--- src/sbut_cfg.svh ---
`ifndef SBUT_CFG_SVH
`define SBUT_CFG_SVH

// Register addresses on the plain register port
`define SBUT_ADDR_MODE      8'h06
`define SBUT_ADDR_IRQ_REQ   8'h05
`define SBUT_ADDR_IRQ_EN    8'h04
`define SBUT_ADDR_EDGE_SEL  8'h0C

// Reset values
`define SBUT_MODE_RST       8'h00
`define SBUT_BYTE_RST       8'h00
`define SBUT_CNT_RST        16'h0000
`define SBUT_PSC_RST        6'h00
`define SBUT_SYNC_RST       4'h0

// Field positions
`define SBUT_SRC_HI         7
`define SBUT_SRC_LO         5
`define SBUT_DIV_HI         4
`define SBUT_DIV_LO         3
`define SBUT_BIT_HI         2
`define SBUT_BIT_LO         0
`define SBUT_EDGE_BIT       4
`define SBUT_TIMER_FLAG     2
`define SBUT_SEL_BASE       8

// Source codes of the mode register
`define SBUT_SRC_STOP       3'h0
`define SBUT_SRC_SYS        3'h1
`define SBUT_SRC_PA4        3'h3
`define SBUT_SRC_FAST       3'h4
`define SBUT_SRC_SLOW       3'h6
`define SBUT_SRC_PA0        3'h7

// Prescaler codes and terminal counts
`define SBUT_DIV1           2'h0
`define SBUT_DIV4           2'h1
`define SBUT_DIV16          2'h2
`define SBUT_DIV64          2'h3
`define SBUT_PSC_END4       6'h03
`define SBUT_PSC_END16      6'h0F
`define SBUT_PSC_END64      6'h3F
`define SBUT_PSC_ONE        6'h01
`define SBUT_CNT_ONE        16'h0001

// Index of each external source in the synchroniser vectors
`define SBUT_IX_PA4         0
`define SBUT_IX_PA0         1
`define SBUT_IX_FAST        2
`define SBUT_IX_SLOW        3
`define SBUT_N_SRC          4

`endif

--- src/sbut_pkg.sv ---
`include "sbut_cfg.svh"

package sbut_pkg;

  typedef struct packed {
    logic [7:0] addr;
    logic [7:0] wdata;
    logic       wr;
    logic       rd;
  } sbut_bus_req_t;

  typedef struct packed {
    logic [7:0]  mode;
    logic [7:0]  edge_sel;
    logic [7:0]  irq_req;
    logic [7:0]  irq_en;
    logic [15:0] count;
    logic [5:0]  psc;
    logic [3:0]  sync1;
    logic [3:0]  sync2;
    logic [3:0]  sync3;
    logic [3:0]  level;
    logic        prev_bit;
    logic [7:0]  rdata;
    logic [15:0] count_copy;
    logic        count_copy_vld;
    logic        irq_out;
  } sbut_state_t;

endpackage : sbut_pkg

--- src/sbut_timer.sv ---
`timescale 1ns/1ps
`include "sbut_cfg.svh"

// Behaviour
// - Mode bits 7..5 pick counter source: stop, system, -, PA4 fall, fast, -, slow, PA0 fall.
// - Prescaler divides the chosen source by 1, 4, 16 or 64 from mode bits 4..3.
// - Mode bits 2..0 pick counter bit 8 to 15 as interrupt source.
// - Sixteen-bit counter increments by one per prescaled clock unless a store loads it.
// - Store-counter instruction loads the counter from data memory.
// - Read-counter instruction copies the present count into data memory.
// - Interrupt fires on selected bit transition; edge-select bit 4 chooses direction.
// - Timer interrupt event sets bit 2 of the request flag register.
// - Bit n selected gives one request every 2^(n+1) prescaled clocks.
// - Stop source code halts the counter, which holds its value.
// - Flags set only by hardware; software clears them by writing the flag register.
// - Timer flag sets even while its interrupt enable bit is zero.

module sbut_timer (
  input  wire logic                  clk,
  input  wire logic                  sys_rst,
  input  wire sbut_pkg::sbut_bus_req_t bus_req,
  output logic [7:0]                 bus_rdata,
  input  wire logic                  store_counter_instruction,
  input  wire logic [15:0]           store_counter_value,
  input  wire logic                  read_counter_instruction,
  output logic [15:0]                read_counter_value,
  output logic                       read_counter_valid,
  input  wire logic                  port_a_bit0,
  input  wire logic                  port_a_bit4,
  input  wire logic                  fast_rc_oscillator,
  input  wire logic                  slow_rc_oscillator,
  output logic                       timer_irq
);

  sbut_pkg::sbut_state_t cur_ff;
  sbut_pkg::sbut_state_t nxt_st;

  logic [3:0]  raw_src;
  logic [3:0]  fall_evt;
  logic [3:0]  rise_evt;
  logic        src_tick;
  logic        pre_tick;
  logic [15:0] cnt_after;
  logic        sel_now;
  logic        bit_evt;
  logic [7:0]  rd_mux;

  // Prescaler terminal count for the chosen divider
  function automatic logic psc_done(input logic [5:0] psc, input logic [1:0] div);
    logic r;
    r = 1'b0;
    case (div)
      `SBUT_DIV1:  r = 1'b1;
      `SBUT_DIV4:  r = (psc[1:0] == `SBUT_PSC_END4);
      `SBUT_DIV16: r = (psc[3:0] == `SBUT_PSC_END16);
      `SBUT_DIV64: r = (psc == `SBUT_PSC_END64);
      default:     r = 1'b0;
    endcase
    return r;
  endfunction : psc_done

  // Counter bit 8 + sel feeds the interrupt edge detector
  function automatic logic sel_bit(input logic [15:0] cnt, input logic [2:0] sel);
    logic [7:0] hi;
    hi = cnt[15:`SBUT_SEL_BASE];
    return hi[sel];
  endfunction : sel_bit

  assign raw_src[`SBUT_IX_PA4]  = port_a_bit4;
  assign raw_src[`SBUT_IX_PA0]  = port_a_bit0;
  assign raw_src[`SBUT_IX_FAST] = fast_rc_oscillator;
  assign raw_src[`SBUT_IX_SLOW] = slow_rc_oscillator;

  always_comb begin
    nxt_st = cur_ff;

    // Three-stage synchroniser; a level is accepted only once stages two and three agree,
    // so a pin bouncing across a sample edge cannot be counted twice
    nxt_st.sync1 = raw_src;
    nxt_st.sync2 = cur_ff.sync1;
    nxt_st.sync3 = cur_ff.sync2;
    for (int i = 0; i < `SBUT_N_SRC; i++) begin
      if (cur_ff.sync2[i] == cur_ff.sync3[i]) begin
        nxt_st.level[i] = cur_ff.sync3[i];
      end
    end
    fall_evt = cur_ff.level & ~nxt_st.level;
    rise_evt = ~cur_ff.level & nxt_st.level;

    // Source selection; reserved codes behave as stop
    case (cur_ff.mode[`SBUT_SRC_HI:`SBUT_SRC_LO])
      `SBUT_SRC_STOP: src_tick = 1'b0;
      `SBUT_SRC_SYS:  src_tick = 1'b1;
      `SBUT_SRC_PA4:  src_tick = fall_evt[`SBUT_IX_PA4];
      `SBUT_SRC_FAST: src_tick = rise_evt[`SBUT_IX_FAST];
      `SBUT_SRC_SLOW: src_tick = rise_evt[`SBUT_IX_SLOW];
      `SBUT_SRC_PA0:  src_tick = fall_evt[`SBUT_IX_PA0];
      default:        src_tick = 1'b0;
    endcase

    // Prescaler
    pre_tick = src_tick && psc_done(cur_ff.psc, cur_ff.mode[`SBUT_DIV_HI:`SBUT_DIV_LO]);
    if (src_tick) begin
      if (pre_tick) begin
        nxt_st.psc = `SBUT_PSC_RST;
      end else begin
        nxt_st.psc = cur_ff.psc + `SBUT_PSC_ONE;
      end
    end

    // Counter: a load from data memory wins over a count in the same cycle
    cnt_after = cur_ff.count;
    if (store_counter_instruction) begin
      cnt_after = store_counter_value;
    end else if (pre_tick) begin
      cnt_after = cur_ff.count + `SBUT_CNT_ONE;
    end
    nxt_st.count = cnt_after;

    // Edge on the selected bit; one chosen direction gives one event per 2^(n+1) counts
    sel_now = sel_bit(cnt_after, cur_ff.mode[`SBUT_BIT_HI:`SBUT_BIT_LO]);
    nxt_st.prev_bit = sel_now;
    if (cur_ff.edge_sel[`SBUT_EDGE_BIT]) begin
      bit_evt = cur_ff.prev_bit && !sel_now;
    end else begin
      bit_evt = !cur_ff.prev_bit && sel_now;
    end

    // Register writes
    if (bus_req.wr) begin
      case (bus_req.addr)
        `SBUT_ADDR_MODE:     nxt_st.mode = bus_req.wdata;
        `SBUT_ADDR_EDGE_SEL: nxt_st.edge_sel = bus_req.wdata;
        `SBUT_ADDR_IRQ_EN:   nxt_st.irq_en = bus_req.wdata;
        `SBUT_ADDR_IRQ_REQ:  nxt_st.irq_req = cur_ff.irq_req & bus_req.wdata;
        default:             nxt_st.irq_req = cur_ff.irq_req;
      endcase
    end

    // Hardware set is applied last so it wins over a clear in the same cycle,
    // and it ignores the enable bit
    if (bit_evt) begin
      nxt_st.irq_req[`SBUT_TIMER_FLAG] = 1'b1;
    end
    nxt_st.irq_out = nxt_st.irq_req[`SBUT_TIMER_FLAG] & nxt_st.irq_en[`SBUT_TIMER_FLAG];

    // Read data stand only in the cycle after the strobe; unmapped reads return zero
    case (bus_req.addr)
      `SBUT_ADDR_MODE:     rd_mux = cur_ff.mode;
      `SBUT_ADDR_EDGE_SEL: rd_mux = cur_ff.edge_sel;
      `SBUT_ADDR_IRQ_EN:   rd_mux = cur_ff.irq_en;
      `SBUT_ADDR_IRQ_REQ:  rd_mux = cur_ff.irq_req;
      default:             rd_mux = `SBUT_BYTE_RST;
    endcase
    nxt_st.rdata = bus_req.rd ? rd_mux : `SBUT_BYTE_RST;

    // Copy of the count as it stood before this edge
    nxt_st.count_copy_vld = read_counter_instruction;
    if (read_counter_instruction) begin
      nxt_st.count_copy = cur_ff.count;
    end
  end

  always_ff @(posedge clk) begin
    if (sys_rst) begin
      cur_ff.mode           <= `SBUT_MODE_RST;
      cur_ff.edge_sel       <= `SBUT_BYTE_RST;
      cur_ff.irq_req        <= `SBUT_BYTE_RST;
      cur_ff.irq_en         <= `SBUT_BYTE_RST;
      cur_ff.count          <= `SBUT_CNT_RST;
      cur_ff.psc            <= `SBUT_PSC_RST;
      cur_ff.sync1          <= `SBUT_SYNC_RST;
      cur_ff.sync2          <= `SBUT_SYNC_RST;
      cur_ff.sync3          <= `SBUT_SYNC_RST;
      cur_ff.level          <= `SBUT_SYNC_RST;
      cur_ff.prev_bit       <= 1'b0;
      cur_ff.rdata          <= `SBUT_BYTE_RST;
      cur_ff.count_copy     <= `SBUT_CNT_RST;
      cur_ff.count_copy_vld <= 1'b0;
      cur_ff.irq_out        <= 1'b0;
    end else begin
      cur_ff <= nxt_st;
    end
  end

  assign bus_rdata          = cur_ff.rdata;
  assign read_counter_value = cur_ff.count_copy;
  assign read_counter_valid = cur_ff.count_copy_vld;
  assign timer_irq          = cur_ff.irq_out;

endmodule : sbut_timer

--- config.mk ---
export PLATFORM = sky130hd
export DESIGN_NAME = sbut_timer
export DESIGN_NICKNAME = d
export VERILOG_FILES = /design/src/sbut_pkg.sv /design/src/sbut_timer.sv
export VERILOG_INCLUDE_DIRS = /design/src
export SDC_FILE = /design/constraint.sdc
export NUM_CORES = 1
export LEC_CHECK = 0
export BUFFER_PORTS_ARGS = -buffer_cell sky130_fd_sc_hd__buf_4
export CAP_MARGIN = 5
export CORE_AREA = 2 2 135 71
export CTS_CLUSTER_SIZE = 28
export DETAILED_ROUTE_END_ITERATION = 16
export DIE_AREA = 0 0 137 73
export GPL_ROUTABILITY_DRIVEN = 0
export GPL_TIMING_DRIVEN = 0
export PLACE_DENSITY = 0.75
export SYNTH_ARGS = -nofsm -noshare
export SYNTH_HDL_FRONTEND = slang
export SYNTH_SLANG_ARGS = --single-unit
--- constraint.sdc ---
create_clock -name clk -period 3 [get_ports clk]
set_input_delay 0.6 -clock clk [delete_from_list [all_inputs] [get_ports clk]]
set_output_delay 0.6 -clock clk [all_outputs]
set_load 0.1 [all_outputs]
======== Yosys cells after proc, flatten, opt, wreduce, memory -nomap -nowiden ========
Cells that the tools add are included.
operators by class
  $add $sub $neg .......................... 2
  magnitude comparators ................... 1
  equal/unequal tests ..................... 19
  muxes and demuxes ....................... 17
  bitwise operators ....................... 7
  reductions and logical operators ........ 12
operator list
  operator                 count
  $mux W16                 2
  $pmux W8 S4              1
  $eq A8 B3 Y1 const B     3
  $add A16 B1 Y16 const B  1
  $mux W11                 1
  $eq A3 B3 Y1 const B     3
  $and A8 B8 Y8            1
  $eq A8 B4 Y1 const B     1
  $mux W8                  1
  $reduce_and A2 Y1        4
  $mux W1                  7
  $add A6 B1 Y6 const B    1
  $eq A2 B2 Y1 const B     3
  $eq A6 B6 Y1 const B     1
  $mux W6                  1
  $pmux W1 S5              1
  $and A4 B4 Y4            1
  $eq A1 B1 Y1             4
  $eq A4 B4 Y1 const B     1
  $lt A3 B4 Y1 const B     1
  $not A4 Y4               1
  $pmux W1 S4              1
  $bmux W1 S3              1
  $eq A3 B1 Y1 const B     1
  other kinds (12)         15
storage, ports and cells
  bits in registers ....................... 97
  bits of input ports ..................... 42
  word-level logic and storage cells ...... 76

======== Longest topological paths before layout ========
Gate-level depths: netlist of run 1.
  depth in word-level cells ............... 15
  gate-level depth with buffers ........... 10
  mapped depth without buffers ............ 9

======== Worst setup path after synthesis of run 1 ========
No wires, ideal clock.
  kind .................................... input-to-reg
  from .................................... input bus_req[16] (netlist bit)
  to ...................................... register cur_ff[75] (netlist bit)
  setup time .............................. 120 ps
  data arrival time ....................... 2678 ps
  required time ........................... 2880 ps
  slack ................................... 203 ps
  cell stages on the path ................. 8
  path buffers ............................ 1
  cell sequence ........................... or4b_4 > or2_1 > buf_6 > nor4b_4 > nand2_4 > o21a_1 > a22o_1 > a211o_1
on the way
  cells in the longest elaborated chain, start to end .. 4
RTL lines
  item                  line               RTL
  from (decl)           sbut_timer.sv:21   input wire sbut_pkg::sbut_bus_req_t bus_req,
  $eq A8 B3 Y1          sbut_timer.sv:131  case (bus_req.addr)
  $mux W3               sbut_timer.sv:131
  $mux W11              sbut_timer.sv:130  if (bus_req.wr) begin
  $mux W1               sbut_timer.sv:142  if (bit_evt) begin
  to (signal assigned)  sbut_timer.sv:182  cur_ff <= nxt_st;
  to (decl)             sbut_timer.sv:35   sbut_pkg::sbut_state_t cur_ff;
No other way between the ends.
A chain may end at the register's enable or synchronous reset.

======== Worst setup path after layout of run 1 ========
Ends and elaborated chain as after synthesis.

==> results.md, run 1 <==
- Status: completed
- Total number of vias: ~4,000
- Starting Density: 48.79%
- Initial antenna violation count: 0
- Synth top area cells: dfxtp_1, mux2i_1, a21oi_1
- Slowest CP cell: nor4b_4
- Routed WL: 11.12 mm
- Vias in the first global route: between 3,000 and 4,000
- Net count after synthesis: 541
- Ports: 68
- Comb power frac: 10.2%
- Yosys warns: 0
- R2r startpoint: cur_ff[51]
- Yosys top cell area share: between 40% and 50%
- Startpoint Class: input port
- Worst hold path class: flip-flop to flip-flop
- Number of vias per cell: between 5 and 6
- PD cells: roughly 530 mW/mm^2
- Router iterations before antenna repair: 5
- Reg power frac: 47.8%
- First-pass GRT wire length: 17.71 mm
- Worst EP arrival: roughly 3.1 ns
- Routed length per instance: around 16 um
- Worst setup EP type: flip-flop
- Slew Viols, Final: 0
- Post-synth EDFFs: 0
- Crit-path max FO: 9
- Critical hold path startpoint: cur_ff[39]
- Clk_skew: between 0.007 and 0.008 ns
- Crit Path Category: input port to flip-flop
- Cts bufs inserted: 9
- Switching Fraction: between 20 and 30%
- Clock period minus worst slack: roughly 2.9 ns
- Largest net degree at the start of global routing: 18
- Post-synthesis cell type count: 55
- Endpoints failing hold: 0
- Post-layout nets: about 600
- Remaining global-route overflow: 0
- Share of post-route cells with drive strength above 1: ~21%
- Fill cells: approximately 800
- Worst Tran Pin Value: around 0.83 ns
- Maximum level of the CTS H-tree: 3
- Register bit count reported by yosys: 97
- Cells after Synth: 497
- CP cell instances: buf_4 -> or4b_4 -> or2_1 -> buf_6 -> nor4b_4 -> nand2_4 -> o21a_1 -> a22o_1 -> a211o_1
- Die X: 137 um
- Tot Pwr: 2.831 mW
- Delay of the slowest cell on the worst path: approximately 0.60 ns
- Row cnt: 25
- Switching pwr: between 0.7 and 0.8 mW
- Post-Syn Area: 0.004395 sq mm
- Max VDD drop: around 0.34 mV
- Worst setup margin: between 0.1 and 0.15 ns
- N_diodes: 0
- Root Driver: clkbuf_16
- Clock sink total: 97
- CTS Buffer Depth: 2
- P_leak: around 2.1 nW
- I/O Buffers: 64
- Hpwl dp: between 8 and 9 mm
- Synth async-reset ratio: 0%
- Place WS: -0.2320 ns
- Core Util, Final: between 50 and 60%
- Detailed Route Iter0 Violations: ~360
- Critical Path Start: bus_req[16]
- Top delay family on crit path: simple AND/OR/NAND/NOR gates
- CP required: roughly 3.2 ns
- CTS clock-pin slew for the worst setup and hold paths: around 0.070 ns
- CTS tree: done
- DRC viols: 0
- Skew-Pair Late Insertion Delay: around 0.34 ns
- Final period utilization: between 90% and 100%
- CP bufs+invs: 2
- Die Y: between 70 and 80 um
- Fmax: 345.7 MHz
- Syn_area_per_cell: around 8.8 sq um
- Unrepaired setup endpoints after global routing: true
- Pint: 2.112 mW
- Die footprint: between 0.01 and 0.015 sq mm
- Slew HR: approximately 44%
- P&R area growth vs syn: 22.37%
- Seq/Total Area, Yosys: approximately 44%
- GRT Util Overall: around 23%
- Core Area: roughly 0.009 sq mm
- Ys flop type: dfxtp_1
- Final setup viols: 0
- Post-DRT Antenna Nets: 0
- Yosys top cell by area: dfxtp_1
- Max_cap viols: 0
- Clock power frac: a little over two fifths
==> area by class of cell <==
cell class | count | area [sq um] | share of cell area (%)
Buffer | 51 | 291.5 | 5.420
Clock buffer | 10 | 239.0 | 4.443
Clock inverter | 6 | 73.82 | 1.372
Inverter | 2 | 7.507 | 0.1396
Multi-Input combinational cell | 347 | 2186 | 40.64
Sequential cell | 97 | 1942 | 36.10
Tap cell | 121 | 151.4 | 2.815
Timing Repair Buffer | 65 | 488.0 | 9.072
==> placed cells by master (no fill, tap or decap), types with 2 or more instances in the layout <==
cell,count
o31ai_1,4
or4_1,2
buf_2,2
clkbuf_16,9
nor4b_2,2
dfxtp_1,97
clkbuf_1,20
and3_1,6
nor4_1,6
nand2_1,46
nor2_1,51
nand3_1,35
nand4_1,8
o31a_1,3
nor3b_1,2
nand2b_1,6
nor4b_4,2
buf_4,89
o21a_1,2
nor3_1,6
xor2_1,2
nor2b_1,22
ha_1,2
o21ai_0,4
mux2i_1,26
o211a_1,7
a22o_1,2
a21oi_1,43
buf_1,4
a22oi_1,18
a31oi_1,3
xnor2_1,10
a311oi_2,3
a211o_1,2
inv_6,2
clkinv_4,3
==> stage by stage <==
step	instances	TNS, ns	hold slack (ns)	cell area, sq um
floorplan	497	0	0.4138	4395
global placement	682	-0.9499	0.4219	5027
detailed placement	682	-1.348	0.4299	5027
CTS	698	0	0.4463	5340
global route	699	-0.4887	0.4526	5379
finish	699	0	0.4393	5379
==> power groups by stage <==
stage / clock network (mW) / logic (mW) / registers [mW]
floorplan: 0 / 0.185 / 1.38
global placement: 0 / 0.276 / 1.38
detailed placement: 0 / 0.282 / 1.38
CTS: 1.21 / 0.283 / 1.35
global route: 1.26 / 0.308 / 1.36
finish: 1.19 / 0.288 / 1.35
==> registers in the layout, summed over array words and instances (netlist names) <==
| signal | flops |
|---|---|
| cur_ff | 71 |
| read_counter_value | 16 |
| bus_rdata | 8 |
| read_counter_valid | 1 |
| timer_irq | 1 |
==> cell families after synthesis <==
group                      share of synthesized area, %
muxes                                             5.921
adders and majority gates                        0.7970
DFF                                               44.18
xor gates and xnor gates                          2.391
AOI/OAI and AO/OA                                 15.77
buffers and inverters                             6.803
and+or+nand+nor                                   24.14
==> layer usage <==
metal / wire [um] / track usage, % / vias to the layer above
met5: 0 / 0 / -
li1: - / - / 1901
met1: 5442 / 33.53 / 1872
met2: 4568 / 33.67 / 198
met4: 83 / 5.155 / 0
met3: 1025 / 6.736 / 14
==> cell usage after synthesis (all sizes together) (4+ instances only) <==
master,count
o21ai,5
nand2,47
nor4b,4
xnor2,10
a22oi,18
a21oi,43
nor3,6
a311oi,4
nand2b,6
buf,31
o31ai,5
nand3,36
o211a,7
and3,6
dfxtp,97
nor2,51
nand4,8
nor4,6
clkbuf,20
mux2i,26
nor2b,22
==> final timing paths <==
kind / end / slack [ns] / cells past startpoint
setup reg to reg: timer_irq / 0.11 / 9
hold reg to reg: cur_ff[35] / 0.44 / 1
hold / removal: cur_ff[35] / 0.44 / 1
setup / recovery: cur_ff[75] / 0.11 / 9
==> timing repair <==
action                     in CTS  in global routing
hold endpoints to repair        0                  0
resized for setup               0                  7
hold buffers                    0                  0
buffers inserted                0                  1
setup endpoints to repair       0                 16
Note: power is estimated with default switching activity, not from simulation.
==> inputs of run 2 (changes only) <==
--- a/config.mk
+++ b/config.mk
@@ -8,13 +8,14 @@
 export LEC_CHECK = 0
 export BUFFER_PORTS_ARGS = -buffer_cell sky130_fd_sc_hd__buf_4
 export CAP_MARGIN = 5
-export CORE_AREA = 2 2 135 71
+export CORE_AREA = 2 2 79 119
 export CTS_CLUSTER_SIZE = 28
 export DETAILED_ROUTE_END_ITERATION = 16
-export DIE_AREA = 0 0 137 73
+export DIE_AREA = 0 0 81 121
 export GPL_ROUTABILITY_DRIVEN = 0
 export GPL_TIMING_DRIVEN = 0
 export PLACE_DENSITY = 0.75
 export SYNTH_ARGS = -nofsm -noshare
 export SYNTH_HDL_FRONTEND = slang
 export SYNTH_SLANG_ARGS = --single-unit
+export TNS_END_PERCENT = 30
==> run 2 against run 1 <==
Compared with the run above: worst hold slack better by 0.0025 ns; clock skew about the same; final area down 0.84%; first-iteration DRC count down 24%; largest cell class unchanged; die area down 2.0%; critical path type is now flip-flop to flip-flop; combinational power down 2%; power down 0.23%; critical path depth unchanged; utilization up 1.4 points; final cell count down 1.7%; register-to-register slack better by 0.05 ns.
==> results.md, run 2 (same netlist as run 1, synthesis figures left out) <==
- Status: completed
- Worst hold path class: flip-flop to flip-flop
- P_leak: between 2 and 2.5 nW
- Worst setup margin: approximately 0.16 ns
- Initial antenna violation count: 0
- Endpoints failing hold: 0
- First-pass GRT wire length: about 18 mm
- Worst setup EP type: flip-flop
- Detailed Route Iter0 Violations: ~270
- Most frequent cells in the layout: dfxtp_1, buf_4, nor2_1
- CTS Buffer Depth: 2
- Crit-path max FO: 10
- Largest net degree at the start of global routing: 18
- Max VDD drop: roughly 0.38 mV
- Root Driver: clkbuf_16
- Max_cap viols: 0
- Ports: a little under 70
- Crit Path Category: flip-flop to flip-flop
- Maximum level of the CTS H-tree: 3
- Worst Tran Pin Value: 0.8238 ns
- Most common cell after layout, fill and taps aside: dfxtp_1
- Flip-flop count of the largest register after layout: 71
- Vias in the first global route: approximately 3,900
- Final instance area: approximately 0.0053 sq mm
- Core Area: around 0.0087 sq mm
- Place WS: -0.1746 ns
- GRT Util Overall: about 23%
- Router iterations before antenna repair: 5
- Die footprint: 0.009801 sq mm
- Top Metal Used: met4
- Clock sink total: 97
- Core Util, Final: about three fifths
- I/O Buffers: 64
- N_diodes: 0
- Clk_skew: 0.007557 ns
- DRC viols: 0
- Post-DRT Antenna Nets: 0
- Final setup viols: 0
- Starting Density: 50.39%
- Fill cells: between 800 and 900
- CTS clock-pin slew for the worst setup and hold paths: roughly 0.07 ns
- Total number of vias: slightly below 4,000
- Top reg by flops: cur_ff
- Worst EP arrival: just over 3 ns
- Hpwl dp: 7.726 mm
- Die X: 81 um
- Post-CTS Setup Bufs: 0
- P&R area growth vs syn: 21.35%
- Share of post-route cells with drive strength above 1: between 20 and 25%
- Routed length per instance: roughly 15 um
- Remaining global-route overflow: 0
- CTS tree: done
- # hold bufs at CTS: 0
- Clock period minus worst slack: between 2 and 3 ns
- WL met3: 483 um
- Row cnt: 42
- Number of vias per cell: between 5 and 6
- Cts bufs inserted: 9
- Die Y: 121 um
- Final period utilization: approximately 95%
- Fmax: between 300 and 400 MHz
- PD cells: about 530 mW/mm^2
- Post-layout nets: 616
- Unrepaired setup endpoints after global routing: false
- Post-Place Cell Area: around 0.005 sq mm
- Metal1 wirelength: 4.145 mm
- Startpoint Class: flip-flop
- Slew HR: between 40% and 50%
- Skew-Pair Late Insertion Delay: ~0.35 ns
- Routed wl met2: 5.425 mm
- Post-cts sizing count: 0
- Routed WL: around 10 mm
- CP required: around 3.2 ns
- Slew Viols, Final: 0
==> run 2: cell count changes in the layout (fill, tap and decap cells not counted), sizes merged <==
cell / previous run / this run
buf: 96 / 95
==> run 2: cell type report <==
type / instances / area [sq um] / share of cell area, %
plain buffers: 51 / 291.5 / 5.466
clock buffers: 10 / 239.0 / 4.480
clock inverters: 6 / 75.07 / 1.407
inverters: 2 / 7.507 / 0.1407
multi-input cells: 347 / 2161 / 40.51
flip-flops and latches: 97 / 1942 / 36.41
well taps: 110 / 137.6 / 2.580
repair buffers: 64 / 480.5 / 9.008
==> run 2: final timing paths <==
| kind | cells past startpoint | from | endpoint | slack [ns] |
|---|---|---|---|---|
| max | 9 | cur_ff[94] | cur_ff[75] | 0.16 |
| min | 1 | cur_ff[39] | cur_ff[35] | 0.44 |
| max reg2reg | 9 | cur_ff[94] | cur_ff[75] | 0.16 |
| min reg2reg | 1 | cur_ff[39] | cur_ff[35] | 0.44 |
==> run 2: power by group <==
part	switching [mW]	total, mW	internal, mW
registers	0.0311	1.35	1.32
logic	0.171	0.282	0.111
clock network	0.510	1.19	0.682
total	0.712	2.82	2.11
==> run 2: per-stage QoR <==
step / hold slack [ns] / TNS, ns / power, mW / instances
floorplan: 0.4138 / 0 / 1.560 / 497
global placement: 0.4151 / -0.2504 / 1.653 / 671
detailed placement: 0.4239 / -0.5300 / 1.660 / 671
CTS: 0.4452 / 0 / 2.843 / 687
global route: 0.4645 / 0 / 2.925 / 687
finish: 0.4418 / 0 / 2.825 / 687
==> run 2: critical path: stages (launching register included) <==
cell and delay (ns):
dfxtp_1 0.44, nand2b_1 0.14, nor4_1 0.05, a311oi_1 0.53, buf_2 0.33, nor4_1 0.10
a2111oi_1 0.49, a311oi_2 0.13, and3_1 0.24, a211o_1 0.26
==> run 2: metal layers <==
layer / GRT usage (%) / vias up
li1: - / 1893
met2: 39.77 / 139
met4: 11.86 / 0
met3: 3.795 / 39
met1: 25.96 / 1802
met5: 0 / -
==> inputs of run 3 (changes only) <==
--- a/config.mk
+++ b/config.mk
@@ -14,7 +14,7 @@
 export DIE_AREA = 0 0 81 121
 export GPL_ROUTABILITY_DRIVEN = 0
 export GPL_TIMING_DRIVEN = 0
-export PLACE_DENSITY = 0.75
+export PLACE_DENSITY = 0.77
 export SYNTH_ARGS = -nofsm -noshare
 export SYNTH_HDL_FRONTEND = slang
 export SYNTH_SLANG_ARGS = --single-unit
==> constraint.sdc (replaced) <==
create_clock -name clk -period 3 [get_ports clk]
set_input_delay 0.6 -clock clk [delete_from_list [all_inputs] [get_ports clk]]
set_output_delay 0.6 -clock clk [all_outputs]
set_load 0.05 [all_outputs]
==> run 3 against run 2 <==
Compared with the run above: worst hold slack gained 0.0028 ns; critical endpoint unchanged; global-route usage is 0.52 points lower; final cell count unchanged; sequential power hardly changed; maximum frequency rose by 0.26%; final area about the same; utilization about the same; largest cell class unchanged; routed wire length down 1.2%; largest power group unchanged.
==> results.md, run 3 (same netlist as run 1, synthesis figures left out) <==
- DRC viols: 0
- CP cell instances: buf_4 -> or4b_4 -> or2_1 -> buf_6 -> nor4b_4 -> nand2_4 -> o21a_1 -> a22o_1 -> a211o_1
- Worst hold path class: flip-flop to flip-flop
- Maximum level of the CTS H-tree: 3
- Post-DRT Antenna Nets: 0
- Total number of vias: just under 4,000
- Delay of the slowest cell on the worst path: between 0.5 and 0.6 ns
- Number of vias per cell: 5.591
- Remaining global-route overflow: 0
- Clk_skew: 0.006037 ns
- Core Area: 0.008723 sq mm
- Crit Path Category: input port to flip-flop
- Comb power frac: under 10%
- Status: completed
- Final setup viols: 0
- Clock period minus worst slack: 2.833 ns
- Max VDD drop: about 0.33 mV
- Final instance area: about 0.0053 sq mm
- Max_cap viols: 0
- CTS clock-pin slew for the worst setup and hold paths: ~0.070 ns
- Starting Density: between 50% and 60%
- Root Driver: clkbuf_16
- # hold bufs at CTS: 0
- Ports: 68
- Reg power frac: roughly 49%
- Routed WL: between 10 and 15 mm
- Slew Viols, Final: 0
- N_diodes: 0
- P&R area growth vs syn: 21.41%
- Pint: roughly 2.1 mW
- PD cells: ~520 mW/mm^2
- Flip-flop count of the largest register after layout: 71
- Clock power frac: 42.7%
- Post-layout nets: 616
- Largest net degree at the start of global routing: 18
- Vias in the first global route: 3,722
- Setup TNS: 0 ns
- Register area: 0.001942 sq mm
- GRT Util Overall: between 20 and 25%
- CP required: ~3.2 ns
- Area of the multi-input gates: between 0.002 and 0.0025 sq mm
- CTS Buffer Depth: 2
- Startpoint Class: input port
- Die X: 81 um
- Row cnt: 42
- Routed length per instance: between 10 and 15 um
- Most frequent cells in the layout: dfxtp_1, buf_4, nor2_1
- I/O Buffers: between 60 and 70
- Skew-Pair Late Insertion Delay: about 0.35 ns
- Worst setup EP type: flip-flop
- Hpwl dp: slightly below 8 mm
- Worst EP arrival: 3.07 ns
- Switching pwr: a little under 0.7 mW
- Post-Place Cell Area: 0.005014 sq mm
- Tot Pwr: around 2.8 mW
- Die footprint: 0.009801 sq mm
- Cts bufs inserted: 9
- First-pass GRT wire length: between 15 and 20 mm
- Final period utilization: between 90 and 100%
- Switching Fraction: between 20% and 30%
- Fill cells: between 700 and 800
- Clock sink total: between 90 and 100
- Slew HR: a little over two fifths
- Router iterations before antenna repair: 5
- Endpoints failing hold: 0
- Initial antenna violation count: 0
- Crit-path max FO: 9
- Detailed Route Iter0 Violations: ~230
- Share of post-route cells with drive strength above 1: between 20% and 30%
- Die Y: between 100 and 150 um
- Slowest CP cell: nor4b_4
- Worst Tran Pin Value: about 0.84 ns
- CTS tree: done
- Hold slack final: approximately 0.44 ns
- Fmax: ~350 MHz
- P_leak: approximately 2.1 nW
- Top reg by flops: cur_ff
- Most common cell after layout, fill and taps aside: dfxtp_1
-- run 3: what timing repair did --
action,4_1_cts,5_1_grt
resized for setup,0,3
endpoints found under the setup margin,0,2
setup buffers,0,0
-- run 3: path summary, 6_finish.rpt --
| kind | start | to | slack [ns] | cells after the start |
|---|---|---|---|---|
| hold reg to reg | cur_ff[40] | cur_ff[36] | 0.44 | 1 |
| setup reg to reg | cur_ff[27] | cur_ff[56] | 0.17 | 10 |
| setup / recovery | bus_req[16] | cur_ff[75] | 0.17 | 9 |
| hold / removal | cur_ff[40] | cur_ff[36] | 0.44 | 1 |
-- run 3: through the flow --
stage,worst slack [ns],util (%),instances
after global routing,-0.0007432,61.17,687
after floorplan,0.2025,-,497
final,0.1674,61.17,687
after detailed placement,-0.1664,57.47,671
after global placement,-0.1629,57.47,671
after CTS,0.1520,61.04,687
-- run 3: layout make-up --
cell class	instances	share of cell area [%]
timing repair buffer	64	9.004
inverter	2	0.1407
tap	110	2.579
multi-input combinational	347	40.59
clock inverter	6	1.360
buffer	51	5.463
sequential	97	36.39
clock buffer	10	4.478
-- run 3: power groups by stage --
stage,Clock (mW),Combinational (mW),Sequential (mW)
finish,1.19,0.246,1.35
floorplan,0,0.154,1.37
CTS,1.21,0.245,1.35
detailed placement,0,0.245,1.38
global route,1.25,0.267,1.36
global placement,0,0.240,1.38
-- run 3: worst max-delay path, delay by kind of cell --
kind,cells,cell delay [ns]
buf+inv,2,0.24
compound gates,3,0.70
simple gates,4,1.53
-- run 3: per-layer routing --
metal  track usage, %  up-vias  part of all wire, %
li1                 -     1901                    -
met1            24.17     1788                   40
met2            39.77      120                   52
met3            4.464       32                  4.8
met4            11.33        0                  3.2
met5                0        -                    0
